`config.mk`:
```
export PLATFORM = sky130hd
export DESIGN_NAME = disk_ctrl_host_io_port
export DESIGN_NICKNAME = d
export VERILOG_FILES = /design/src/hw/disk_io_pkg.sv /design/src/hw/adapter_link_if.sv /design/src/hw/disk_ctrl_host_io_port.sv /design/src/hw/adapter_mux.sv
export SDC_FILE = /design/constraint.sdc
export NUM_CORES = 1
export LEC_CHECK = 0
export ABC_AREA = 1
export BUFFER_PORTS_ARGS = -buffer_cell sky130_fd_sc_hd__buf_2
export CELL_PAD_IN_SITES_DETAIL_PLACEMENT = 0
export CELL_PAD_IN_SITES_GLOBAL_PLACEMENT = 2
export CORE_MARGIN = 2
export CORE_UTILIZATION = 29
export CTS_BUF_LIST = sky130_fd_sc_hd__clkbuf_16
export DETAILED_ROUTE_END_ITERATION = 12
export PLACE_DENSITY_LB_ADDON = 0.05
export SYNTH_ARGS = -nofsm -noshare
export SYNTH_HDL_FRONTEND = slang
export SYNTH_SLANG_ARGS = --single-unit
```
`constraint.sdc`:
```
create_clock -name clk -period 1.6 [get_ports clk]
set_clock_uncertainty 0.1 [all_clocks]
set_input_delay 0.32 -clock clk [delete_from_list [all_inputs] [get_ports clk]]
set_output_delay 0.32 -clock clk [all_outputs]
set_load 0.02 [all_outputs]
```
`src/hw/disk_io_pkg.sv`:
```
package disk_io_pkg;
    // select codes, octal 33 and 73
    localparam logic [5:0] DEV_CODE_PRI  = 6'h1B;
    localparam logic [5:0] DEV_CODE_SEC  = 6'h3B;
    localparam int         DEV_CODE_W    = 6;
    ////////////////////////////////////////////////////////////////////////////
    // pin vector layout
    localparam int PIN_W    = 32;
    localparam int P_DATA   = 0;
    localparam int P_SEL    = 16;
    localparam int P_DOA    = 22;
    localparam int P_DOB    = 23;
    localparam int P_DOC    = 24;
    localparam int P_DIA    = 25;
    localparam int P_DIC    = 26;
    localparam int P_IOP    = 27;
    localparam int P_BUS_START_FUNCTION   = 28;
    localparam int P_MSK    = 29;
    localparam int P_IACK   = 30;
    localparam int P_PRIO   = 31;
    ////////////////////////////////////////////////////////////////////////////
    // bus data bit n sits at index 15-n
    localparam int B_CMD        = 8;
    localparam int B_MASK       = 8;
    localparam int B_CLR_ERR    = 15;
    localparam int B_CLR_DONE   = 14;
    localparam int B_CLR_SEEK   = 11;
    localparam int CYL_W        = 8;
    localparam int SEEK_FLAGS   = 3;
    localparam int UNITS        = 4;
    // unit word fields
    localparam int F_UNIT       = 14;
    localparam int F_HEAD       = 12;
    localparam int F_SECT       = 8;
    localparam int F_CNT        = 0;
    // status word fields
    localparam int S_DONE       = 15;
    localparam int S_BUSY       = 14;
    localparam int S_ERR        = 13;
    localparam int S_READY      = 12;
    localparam int S_SEEK       = 9;
    localparam int S_IRQ_OFF    = 8;
    // command codes; line index equals code
    localparam logic [1:0] CMD_RECALIBRATE_CMD = 2'h0;
    localparam logic [1:0] CMD_WRITE = 2'h1;
    localparam logic [1:0] CMD_SEEK  = 2'h2;
    localparam logic [1:0] CMD_READ  = 2'h3;
    localparam logic [3:0] CMD_LINES_IDLE = 4'hF;
    ////////////////////////////////////////////////////////////////////////////
    // apb map
    localparam logic [7:0] A_CTRL    = 8'h00;
    localparam logic [7:0] A_STATUS  = 8'h04;
    localparam logic [7:0] A_CMD     = 8'h08;
    localparam logic [7:0] A_MEMADDR = 8'h0C;
    localparam logic [7:0] A_UNIT    = 8'h10;
    localparam int CTRL_SEC      = 0;
    localparam int ST_PENDING    = 16;
    localparam int ST_ADDRESSED  = 17;
    ////////////////////////////////////////////////////////////////////////////
    // adapter multiplexer
    localparam int MUX_W    = 24;
    localparam int DIRECT_W = 8;
endpackage : disk_io_pkg

```
`src/hw/adapter_link_if.sv`:
```
`timescale 1ns/10ps
`default_nettype none
interface adapter_link_if;
    import disk_io_pkg::*;
    logic                selA;
    logic [MUX_W-1:0]    chanA;
    logic [MUX_W-1:0]    chanB;
    logic [MUX_W-1:0]    muxOut;
    logic [DIRECT_W-1:0] directIn;
    logic [DIRECT_W-1:0] directOut;
    modport mux  (input selA, chanA, chanB, directIn, output muxOut, directOut);
    modport user (output selA, chanA, chanB, directIn, input muxOut, directOut);
endinterface : adapter_link_if
`default_nettype wire

```
`src/hw/disk_ctrl_host_io_port.sv`:
```
`timescale 1ns/10ps
`default_nettype none
// Operation
// - respond only to select code 33 or 73
// - code match gates instruction decode, except mask-out and acknowledge
// - busy and done outputs only while addressed
// - data-out-C loads unit, head, sector, count
// - data-in-A drives status word onto bus
// - data-out-A loads cylinder and command bits
// - command code 10 means seek
// - seek starts on pulse, not load
// - mask-out bit 7 disables interrupts
// - seek completion raises interrupt when enabled
// - acknowledge returns code with request and chain
// - data-out-A word clears pending interrupt
// - command code 01 means write
// - data-out-B loads memory address register
// - adapter select high picks controller A
// - 24-bit two-channel mux, rest direct
// - instructions accepted in any order
// - data-in-C returns unit word contents
// - command decodes to one low line
// - top five bits clear error, done, seek
module disk_ctrl_host_io_port
    import disk_io_pkg::*;
(
    // clock and reset
    input  wire logic                  clk,
    input  wire logic                  sys_rst,
    // apb slave
    input  wire logic                  psel,
    input  wire logic                  penable,
    input  wire logic                  pwrite,
    input  wire logic [7:0]            paddr,
    input  wire logic [31:0]           pwdata,
    output logic                       pready,
    output logic [31:0]                prdata,
    output logic                       pslverr,
    // processor i/o bus
    input  wire logic [5:0]            devSel,
    input  wire logic                  dataOutAInstr,
    input  wire logic                  dataOutBInstr,
    input  wire logic                  dataOutCInstr,
    input  wire logic                  dataInAInstr,
    input  wire logic                  dataInCInstr,
    input  wire logic                  ioPulseFunction,
    input  wire logic                  busStartFunction,
    input  wire logic                  maskOutInstr,
    input  wire logic                  interruptAcknowledgeInstr,
    input  wire logic                  irqPriorityChainIn,
    input  wire logic [15:0]           busDataIn,
    output logic [15:0]                busDataOut,
    output logic                       busDataOe,
    output logic                       selectedBusyOut,
    output logic                       selectedDoneOut,
    output logic                       interruptRequestLine,
    // timing section
    input  wire logic [SEEK_FLAGS-1:0] seekCompleteEvent,
    input  wire logic                  transferDoneEvent,
    input  wire logic                  errorEvent,
    input  wire logic [UNITS-1:0]      driveReadyFlag,
    output logic                       seekStart,
    output logic                       transferStart,
    output logic [3:0]                 cmdLineN,
    output logic [15:0]                unitWord,
    output logic [CYL_W-1:0]           cylinder,
    output logic [15:0]                memAddr,
    // adapter
    input  wire logic                  adapterSelA,
    input  wire logic [MUX_W-1:0]      adapterChanA,
    input  wire logic [MUX_W-1:0]      adapterChanB,
    input  wire logic [DIRECT_W-1:0]   adapterDirectIn,
    output logic [MUX_W-1:0]           adapterMuxOut,
    output logic [DIRECT_W-1:0]        adapterDirectOut
);
    ////////////////////////////////////////////////////////////////////////////
    // pin synchronisers
    logic [PIN_W-1:0] pinS1;
    logic [PIN_W-1:0] pinS2;
    logic [PIN_W-1:0] pinS3;
    logic [PIN_W-1:0] pinStable;
    logic [PIN_W-1:0] pinPrev;
    logic [PIN_W-1:0] next_pinStable;
    wire  [PIN_W-1:0] pinRaw = {irqPriorityChainIn, interruptAcknowledgeInstr, maskOutInstr,
                                busStartFunction, ioPulseFunction, dataInCInstr, dataInAInstr,
                                dataOutCInstr, dataOutBInstr, dataOutAInstr, devSel, busDataIn};

    // updates once stages two and three agree; pinS1 feeds pinS2 only
    genvar gi;
    generate
        for (gi = 0; gi < PIN_W; gi++) begin : g_pin
            assign next_pinStable[gi] = (pinS2[gi] == pinS3[gi]) ? pinS3[gi] : pinStable[gi];
        end
    endgenerate

    always_ff @(posedge clk) begin
        if (sys_rst) begin
            pinS1     <= '0;
            pinS2     <= '0;
            pinS3     <= '0;
            pinStable <= '0;
            pinPrev   <= '0;
        end else begin
            pinS1     <= pinRaw;
            pinS2     <= pinS1;
            pinS3     <= pinS2;
            pinStable <= next_pinStable;
            pinPrev   <= pinStable;
        end
    end

    ////////////////////////////////////////////////////////////////////////////
    // instruction decode
    logic             ctrlSecondary;
    logic [1:0]       cmdMode;
    logic             busy;
    logic             done;
    logic             errFlag;
    logic [SEEK_FLAGS-1:0] seekDone;
    logic             irqDisabled;

    wire [PIN_W-1:0]  rise          = pinStable & ~pinPrev;
    wire [15:0]       data          = pinStable[P_DATA +: 16];
    wire [5:0]        ownCode       = ctrlSecondary ? DEV_CODE_SEC : DEV_CODE_PRI;
    wire              ctrlAddressed = (pinStable[P_SEL +: DEV_CODE_W] == ownCode);
    // instructions act in any order
    wire              doAGo   = rise[P_DOA]  & ctrlAddressed;
    wire              doBGo   = rise[P_DOB]  & ctrlAddressed;
    wire              doCGo   = rise[P_DOC]  & ctrlAddressed;
    wire              iopGo   = rise[P_IOP]  & ctrlAddressed;
    wire              strtGo  = rise[P_BUS_START_FUNCTION] & ctrlAddressed;
    // mask-out is broadcast
    wire              maskGo  = rise[P_MSK];
    wire              inAOn   = pinStable[P_DIA] & ctrlAddressed;
    wire              inCOn   = pinStable[P_DIC] & ctrlAddressed;

    wire              pendingIrqInternal = (|seekDone) | done;
    wire              ackOn   = pinStable[P_IACK] & pendingIrqInternal
                                & pinStable[P_PRIO];

    // pulse and load may coincide; seek sees the new command
    wire [1:0]        cmdNow  = doAGo ? data[B_CMD +: 2] : cmdMode;
    wire              seekGo  = iopGo & (cmdNow == CMD_SEEK);

    wire              clrErr  = doAGo & data[B_CLR_ERR];
    wire              clrDone = doAGo & data[B_CLR_DONE];
    wire [SEEK_FLAGS-1:0] clrSeek = {SEEK_FLAGS{doAGo}} & data[B_CLR_SEEK +: SEEK_FLAGS];

    wire [3:0]        next_cmdLineN = ~(4'h1 << cmdMode);

    ////////////////////////////////////////////////////////////////////////////
    // status word
    logic [15:0] statusWord;
    wire         readySel = driveReadyFlag[unitWord[F_UNIT +: 2]];

    always_comb begin
        statusWord                            = '0;
        statusWord[S_DONE]                    = done;
        statusWord[S_BUSY]                    = busy;
        statusWord[S_ERR]                     = errFlag;
        statusWord[S_READY]                   = readySel;
        statusWord[S_SEEK +: SEEK_FLAGS]      = seekDone;
        statusWord[S_IRQ_OFF]                 = irqDisabled;
    end

    // acknowledge outranks data-in
    wire [15:0] next_busDataOut = ackOn ? {10'h000, ownCode}
                                : inCOn ? unitWord
                                : inAOn ? statusWord
                                : 16'h0000;
    wire        next_busDataOe  = ackOn | inCOn | inAOn;

    ////////////////////////////////////////////////////////////////////////////
    // loadable registers
    always_ff @(posedge clk) begin
        if (sys_rst) begin
            unitWord <= '0;
            cylinder <= '0;
            cmdMode  <= CMD_RECALIBRATE_CMD;
            memAddr  <= '0;
            cmdLineN <= CMD_LINES_IDLE;
        end else begin
            // count stays negative as written
            if (doCGo) unitWord <= data;
            if (doAGo) cylinder <= data[CYL_W-1:0];
            if (doAGo) cmdMode  <= data[B_CMD +: 2];
            if (doBGo) memAddr  <= data;
            cmdLineN <= next_cmdLineN;
        end
    end

    ////////////////////////////////////////////////////////////////////////////
    // flags and interrupt; set wins over clear
    always_ff @(posedge clk) begin
        if (sys_rst) begin
            busy        <= 1'b0;
            done        <= 1'b0;
            errFlag     <= 1'b0;
            seekDone    <= '0;
            irqDisabled <= 1'b0;
        end else begin
            busy        <= strtGo | (busy & ~transferDoneEvent);
            done        <= transferDoneEvent | (done & ~clrDone);
            errFlag     <= errorEvent | (errFlag & ~clrErr);
            seekDone    <= seekCompleteEvent | (seekDone & ~clrSeek);
            if (maskGo) irqDisabled <= data[B_MASK];
        end
    end

    ////////////////////////////////////////////////////////////////////////////
    // bus-facing outputs
    always_ff @(posedge clk) begin
        if (sys_rst) begin
            busDataOut           <= '0;
            busDataOe            <= 1'b0;
            selectedBusyOut      <= 1'b0;
            selectedDoneOut      <= 1'b0;
            interruptRequestLine <= 1'b0;
            seekStart            <= 1'b0;
            transferStart        <= 1'b0;
        end else begin
            busDataOut           <= next_busDataOut;
            busDataOe            <= next_busDataOe;
            selectedBusyOut      <= busy & ctrlAddressed;
            selectedDoneOut      <= done & ctrlAddressed;
            interruptRequestLine <= pendingIrqInternal & ~irqDisabled;
            seekStart            <= seekGo;
            transferStart        <= strtGo;
        end
    end

    ////////////////////////////////////////////////////////////////////////////
    // apb slave; one wait state keeps outputs registered
    logic [31:0] rdMux;
    logic        rdHit;
    wire         accessPh = psel & penable & ~pready;
    wire         wrCtrl   = accessPh & pwrite & (paddr == A_CTRL);

    always_comb begin
        rdMux = 32'h0000_0000;
        rdHit = 1'b1;
        if (paddr == A_CTRL) begin
            rdMux[CTRL_SEC] = ctrlSecondary;
        end else if (paddr == A_STATUS) begin
            rdMux[15:0]          = statusWord;
            rdMux[ST_PENDING]    = pendingIrqInternal;
            rdMux[ST_ADDRESSED]  = ctrlAddressed;
        end else if (paddr == A_CMD) begin
            rdMux[CYL_W-1:0]     = cylinder;
            rdMux[CYL_W +: 2]    = cmdMode;
        end else if (paddr == A_MEMADDR) begin
            rdMux[15:0]          = memAddr;
        end else if (paddr == A_UNIT) begin
            rdMux[15:0]          = unitWord;
        end else begin
            rdHit = 1'b0;
        end
    end

    always_ff @(posedge clk) begin
        if (sys_rst) begin
            pready        <= 1'b0;
            prdata        <= '0;
            pslverr       <= 1'b0;
            ctrlSecondary <= 1'b0;
        end else begin
            pready        <= accessPh;
            prdata        <= (accessPh & ~pwrite) ? rdMux : 32'h0000_0000;
            pslverr       <= accessPh & ~rdHit;
            if (wrCtrl) ctrlSecondary <= pwdata[CTRL_SEC];
        end
    end

    ////////////////////////////////////////////////////////////////////////////
    // adapter multiplexer
    adapter_link_if adLink ();

    assign adLink.selA     = adapterSelA;
    assign adLink.chanA    = adapterChanA;
    assign adLink.chanB    = adapterChanB;
    assign adLink.directIn = adapterDirectIn;
    assign adapterMuxOut    = adLink.muxOut;
    assign adapterDirectOut = adLink.directOut;

    adapter_mux u_mux (
        .clk     (clk),
        .sys_rst (sys_rst),
        .lnk     (adLink.mux)
    );
endmodule : disk_ctrl_host_io_port
`default_nettype wire

```
`src/hw/adapter_mux.sv`:
```
`timescale 1ns/10ps
`default_nettype none
module adapter_mux
    import disk_io_pkg::*;
(
    // clock and reset
    input  wire logic     clk,
    input  wire logic     sys_rst,
    // adapter lines
    adapter_link_if.mux   lnk
);
    always_ff @(posedge clk) begin
        if (sys_rst) begin
            lnk.muxOut    <= '0;
            lnk.directOut <= '0;
        end else begin
            lnk.muxOut    <= lnk.selA ? lnk.chanA : lnk.chanB;
            // unswitched lines, retimed only
            lnk.directOut <= lnk.directIn;
        end
    end
endmodule : adapter_mux
`default_nettype wire

```
==> impl_metrics.py <==
metrics = {
    "status": {
        "run_status": "finished clean",
    },
    "sta": {
        "setup_viol": 0,
        "fin_crit_ns": 1.56,
        "hold_viol": 0,
        "max_freq_mhz": 640,
        "min_period_over_period_pct": 97.7,
        "fin_tns_setup_ns": 0,
        "slew_violations": 0,
    },
    "power_and_ir_drop": {
        "pwr-share-comb_pct": 6.3,
        "pwr-share-seq_pct": 47.1,
        "irDropWorstVdd_mv": 0.658,
        "swShare_pct": 22.7,
        "p_int_uw": 11100,
        "p_sw_uw": 3250,
        "power_leakage_uw": 0.00627,
        "pwr_density_cell_nw_per_um2": 1080,
        "p_clk_share_pct": 46.6,
    },
    "yosys": {
        "synth_area_um2": 9180,
        "synth_mux_area_share_pct": 0,
        "synth-compound-area-share_pct": 7.44,
        "ys_types": 31,
        "avgSynthCellArea_um2": 8.00,
        "ys_ff_latch": 262,
        "synth_seq_area_share_pct": 57.2,
        "yosys_warnings": 0,
        "synthXorXnorAreaFrac_pct": 0,
        "synth_fa_ha_area_share_pct": 0,
        "synth-simple-area-share_pct": 24.4,
        "synthCells": 1147,
        "synth_top_family_by_area": "simple AND/OR/NAND/NOR gates",
    },
    "die": {
        "start_util_pct": 29.2,
        "row_count": 65,
        "core_area_um2": 31400,
        "dieWidth_um": 182,
        "die_y_um": 182,
        "io_pins": 275,
        "die-area_um2": 33100,
    },
    "run": {
        "drv_cap": 0,
    },
    "worst_setup_path": {
        "worstSetupPathType": "flip-flop to output port",
        "crit_slowest_cell": "dfxtp_2",
        "rr_endpoint": "unitWord[14]",
        "worstRegToRegCells": 9,
        "cp_num_buf_inv": 1,
        "path_max_fanout": 4,
        "reg2reg_from": "ctrlSecondary",
        "path_cells": "buf_2",
        "worst-path-stages": 1,
        "cp.arrival_ns": 1.14,
        "crit_path_max_incr_delay_ns": 0.40,
        "required_ns": 1.18,
        "r2r_setup_slack_ns": 0.07,
        "crit_path_end_kind": "output port",
        "start_kind": "flip-flop",
        "crit_end": "unitWord[9]",
        "critPathLaunch": "unitWord[9]",
        "cp_top_family": "flip-flops",
    },
    "clock_tree": {
        "clk_latency_ns": 0.56,
        "htreeDepth": 1,
        "cts.sinks": 262,
        "cts_buffers": 30,
        "cts_root_buf": "clkbuf_16",
        "clockBufferDepth": 3,
        "clk_pin_slew_worst_paths_ns": 0.06,
        "cts_tree": "done",
    },
    "route": {
        "drt-pass1-iter-count": 6,
        "drtIter0Drc": 419,
        "ant_nets": 0,
        "wl_um": 27400,
        "vias_per_cell": 4.17,
        "drc_errors": 0,
        "dr_total_vias": 8116,
        "wl_per_cell_um": 14.1,
    },
    "grt": {
        "grt_start_max_net_pins": 67,
        "grt_pass1_wl_um": 41500,
        "grt_pass1_vias": 7639,
        "overflow": 0,
        "antenna_found_initial": 0,
        "grt_use_total_pct": 15.7,
    },
    "layout": {
        "final_util_pct": 42.2,
        "drive_gt1_share_pct": 25.7,
        "antenna_cells": 0,
        "area_growth_pct": 44.2,
        "fin_nets": 1664,
    },
    "placed_design": {
        "port_buffers": 229,
        "place_hpwl_um": 18600,
        "gp_congestion": 0.746,
    },
    "min_path": {
        "hp-class": "input pin to flip-flop",
    },
}
## state kept, by name (all words and copies together) (netlist names), 2 cells and up
signal               cells
u_mux.lnk.muxOut        24
pinS3                   32
seekDone                 3
prdata                  18
u_mux.lnk.directOut      8
cmdMode                  2
pinS2                   32
busDataOut              16
pinS1                   32
cylinder                 8
unitWord                16
cmdLineN                 4
pinPrev                  6
pinStable               32
memAddr                 16
## Yosys cell counts, drive strengths merged
cell,n,share of area [%]
o21ai,59,3.2
nand2,150,6.5
a211oi,3,0.25
clkbuf,16,0.65
o32ai,1,0.095
a31oi,1,0.068
nor2,274,12
o211ai,2,0.16
inv,175,7.2
nor3,4,0.22
and3,1,0.068
buf,42,3.1
dfxtp,262,57
a21oi,67,3.7
nand4,29,2.0
conb,1,0.041
nand3,57,3.7
clkinv,2,0.082
or2,1,0.068
## cell usage in the layout, fill, tap and decap left out, types with 3 or more instances in the layout
cell type	n
clkinv_2	4
nor2_1	261
clkinv_1	11
buf_12	10
buf_4	48
a211oi_1	3
nor3_1	4
o21ai_1	4
nor2_4	7
dfxtp_2	19
dfxtp_1	242
a21oi_1	65
nand2_2	8
nand4_1	29
inv_1	174
buf_2	227
conb_1	14
nor2_2	7
nand2_1	138
nand3_2	4
clkbuf_16	35
inv_2	7
nand3_1	49
dlygate4sd3_1	94
o21ai_0	55
bufinv_16	3
nand3_4	5
## worst min-delay path by stage
stage	startpoint	end	slack [ns]	depth (start not counted)
after detailed placement	pinS1[27]	pinS2[27]	0.29	2
after global placement	pinS1[3]	pinS2[3]	0.29	2
after CTS	pwdata[0]	ctrlSecondary	0.002	5
after floorplan	pinS1[0]	pinS2[0]	0.29	2
final	pwdata[0]	ctrlSecondary	0.02	5
after global routing	pwdata[0]	ctrlSecondary	0.05	5
## layer usage
metal	wire [um]	part of all wire, %	GRT usage, %
met5	0	0	0
met1	13400	49	21.7
met3	1200	4.4	2.33
met4	535	2.0	3.97
met2	12300	45	25.9
## cell families (layout without fill, tap and decap cells)
kind of cell    after synthesis  in the layout
simple gates                516            518
flops                       262            262
buf+inv                     235            618
compound gates              133            133
other cells                   1             14
## area by class of cell
cell class	instances	area, um^2
Clock inverter	25	186
Timing Repair Buffer	385	2760
Sequential cell	262	5270
Inverter	177	677
Multi-Input combinational cell	665	3060
Fill cell	3264	18200
Tap cell	402	503
Clock buffer	31	776
## stage by stage
stage / hold WS [ns] / setup slack (ns) / instances / instance area [um^2] / power [uW]
after CTS: 0.00190 / 0.00526 / 1937 / 13000 / 14600
final: 0.0220 / 0.0364 / 1947 / 13200 / 14300
after global placement: 0.289 / -0.0641 / 1785 / 11000 / 7610
after global routing: 0.0482 / -0.0135 / 1947 / 13200 / 14900
after floorplan: 0.288 / 0.290 / 1160 / 9230 / 7300
after detailed placement: 0.292 / -0.0547 / 1785 / 11000 / 7620
## worst reg2reg max path, cell delays in order (launching register included)
cell       delay [ns]
dfxtp_2          0.40
inv_1            0.08
nand2_1          0.10
nand2_4          0.13
nand2_8          0.12
clkinv_8         0.07
buf_12           0.12
clkbuf_16        0.16
nand3_1          0.08
a21oi_1          0.06
## power groups by stage
| stage | registers, uW | logic, uW | clock network, uW |
|---|---|---|---|
| after floorplan | 6960 | 341 | 0 |
| after global placement | 6890 | 717 | 0 |
| after detailed placement | 6900 | 720 | 0 |
| after CTS | 6750 | 910 | 6910 |
| after global routing | 6770 | 1010 | 7180 |
| final | 6750 | 905 | 6670 |
## repair_timing
action	CTS	global route
cloned	0	6
hold buffers	94	0
buffers inserted	2	4
endpoints found under the setup margin	17	74
pin swaps	1	5
gates resized for setup	13	29
endpoints found under the hold margin	72	0
Note: power is estimated with default switching activity, not from simulation.
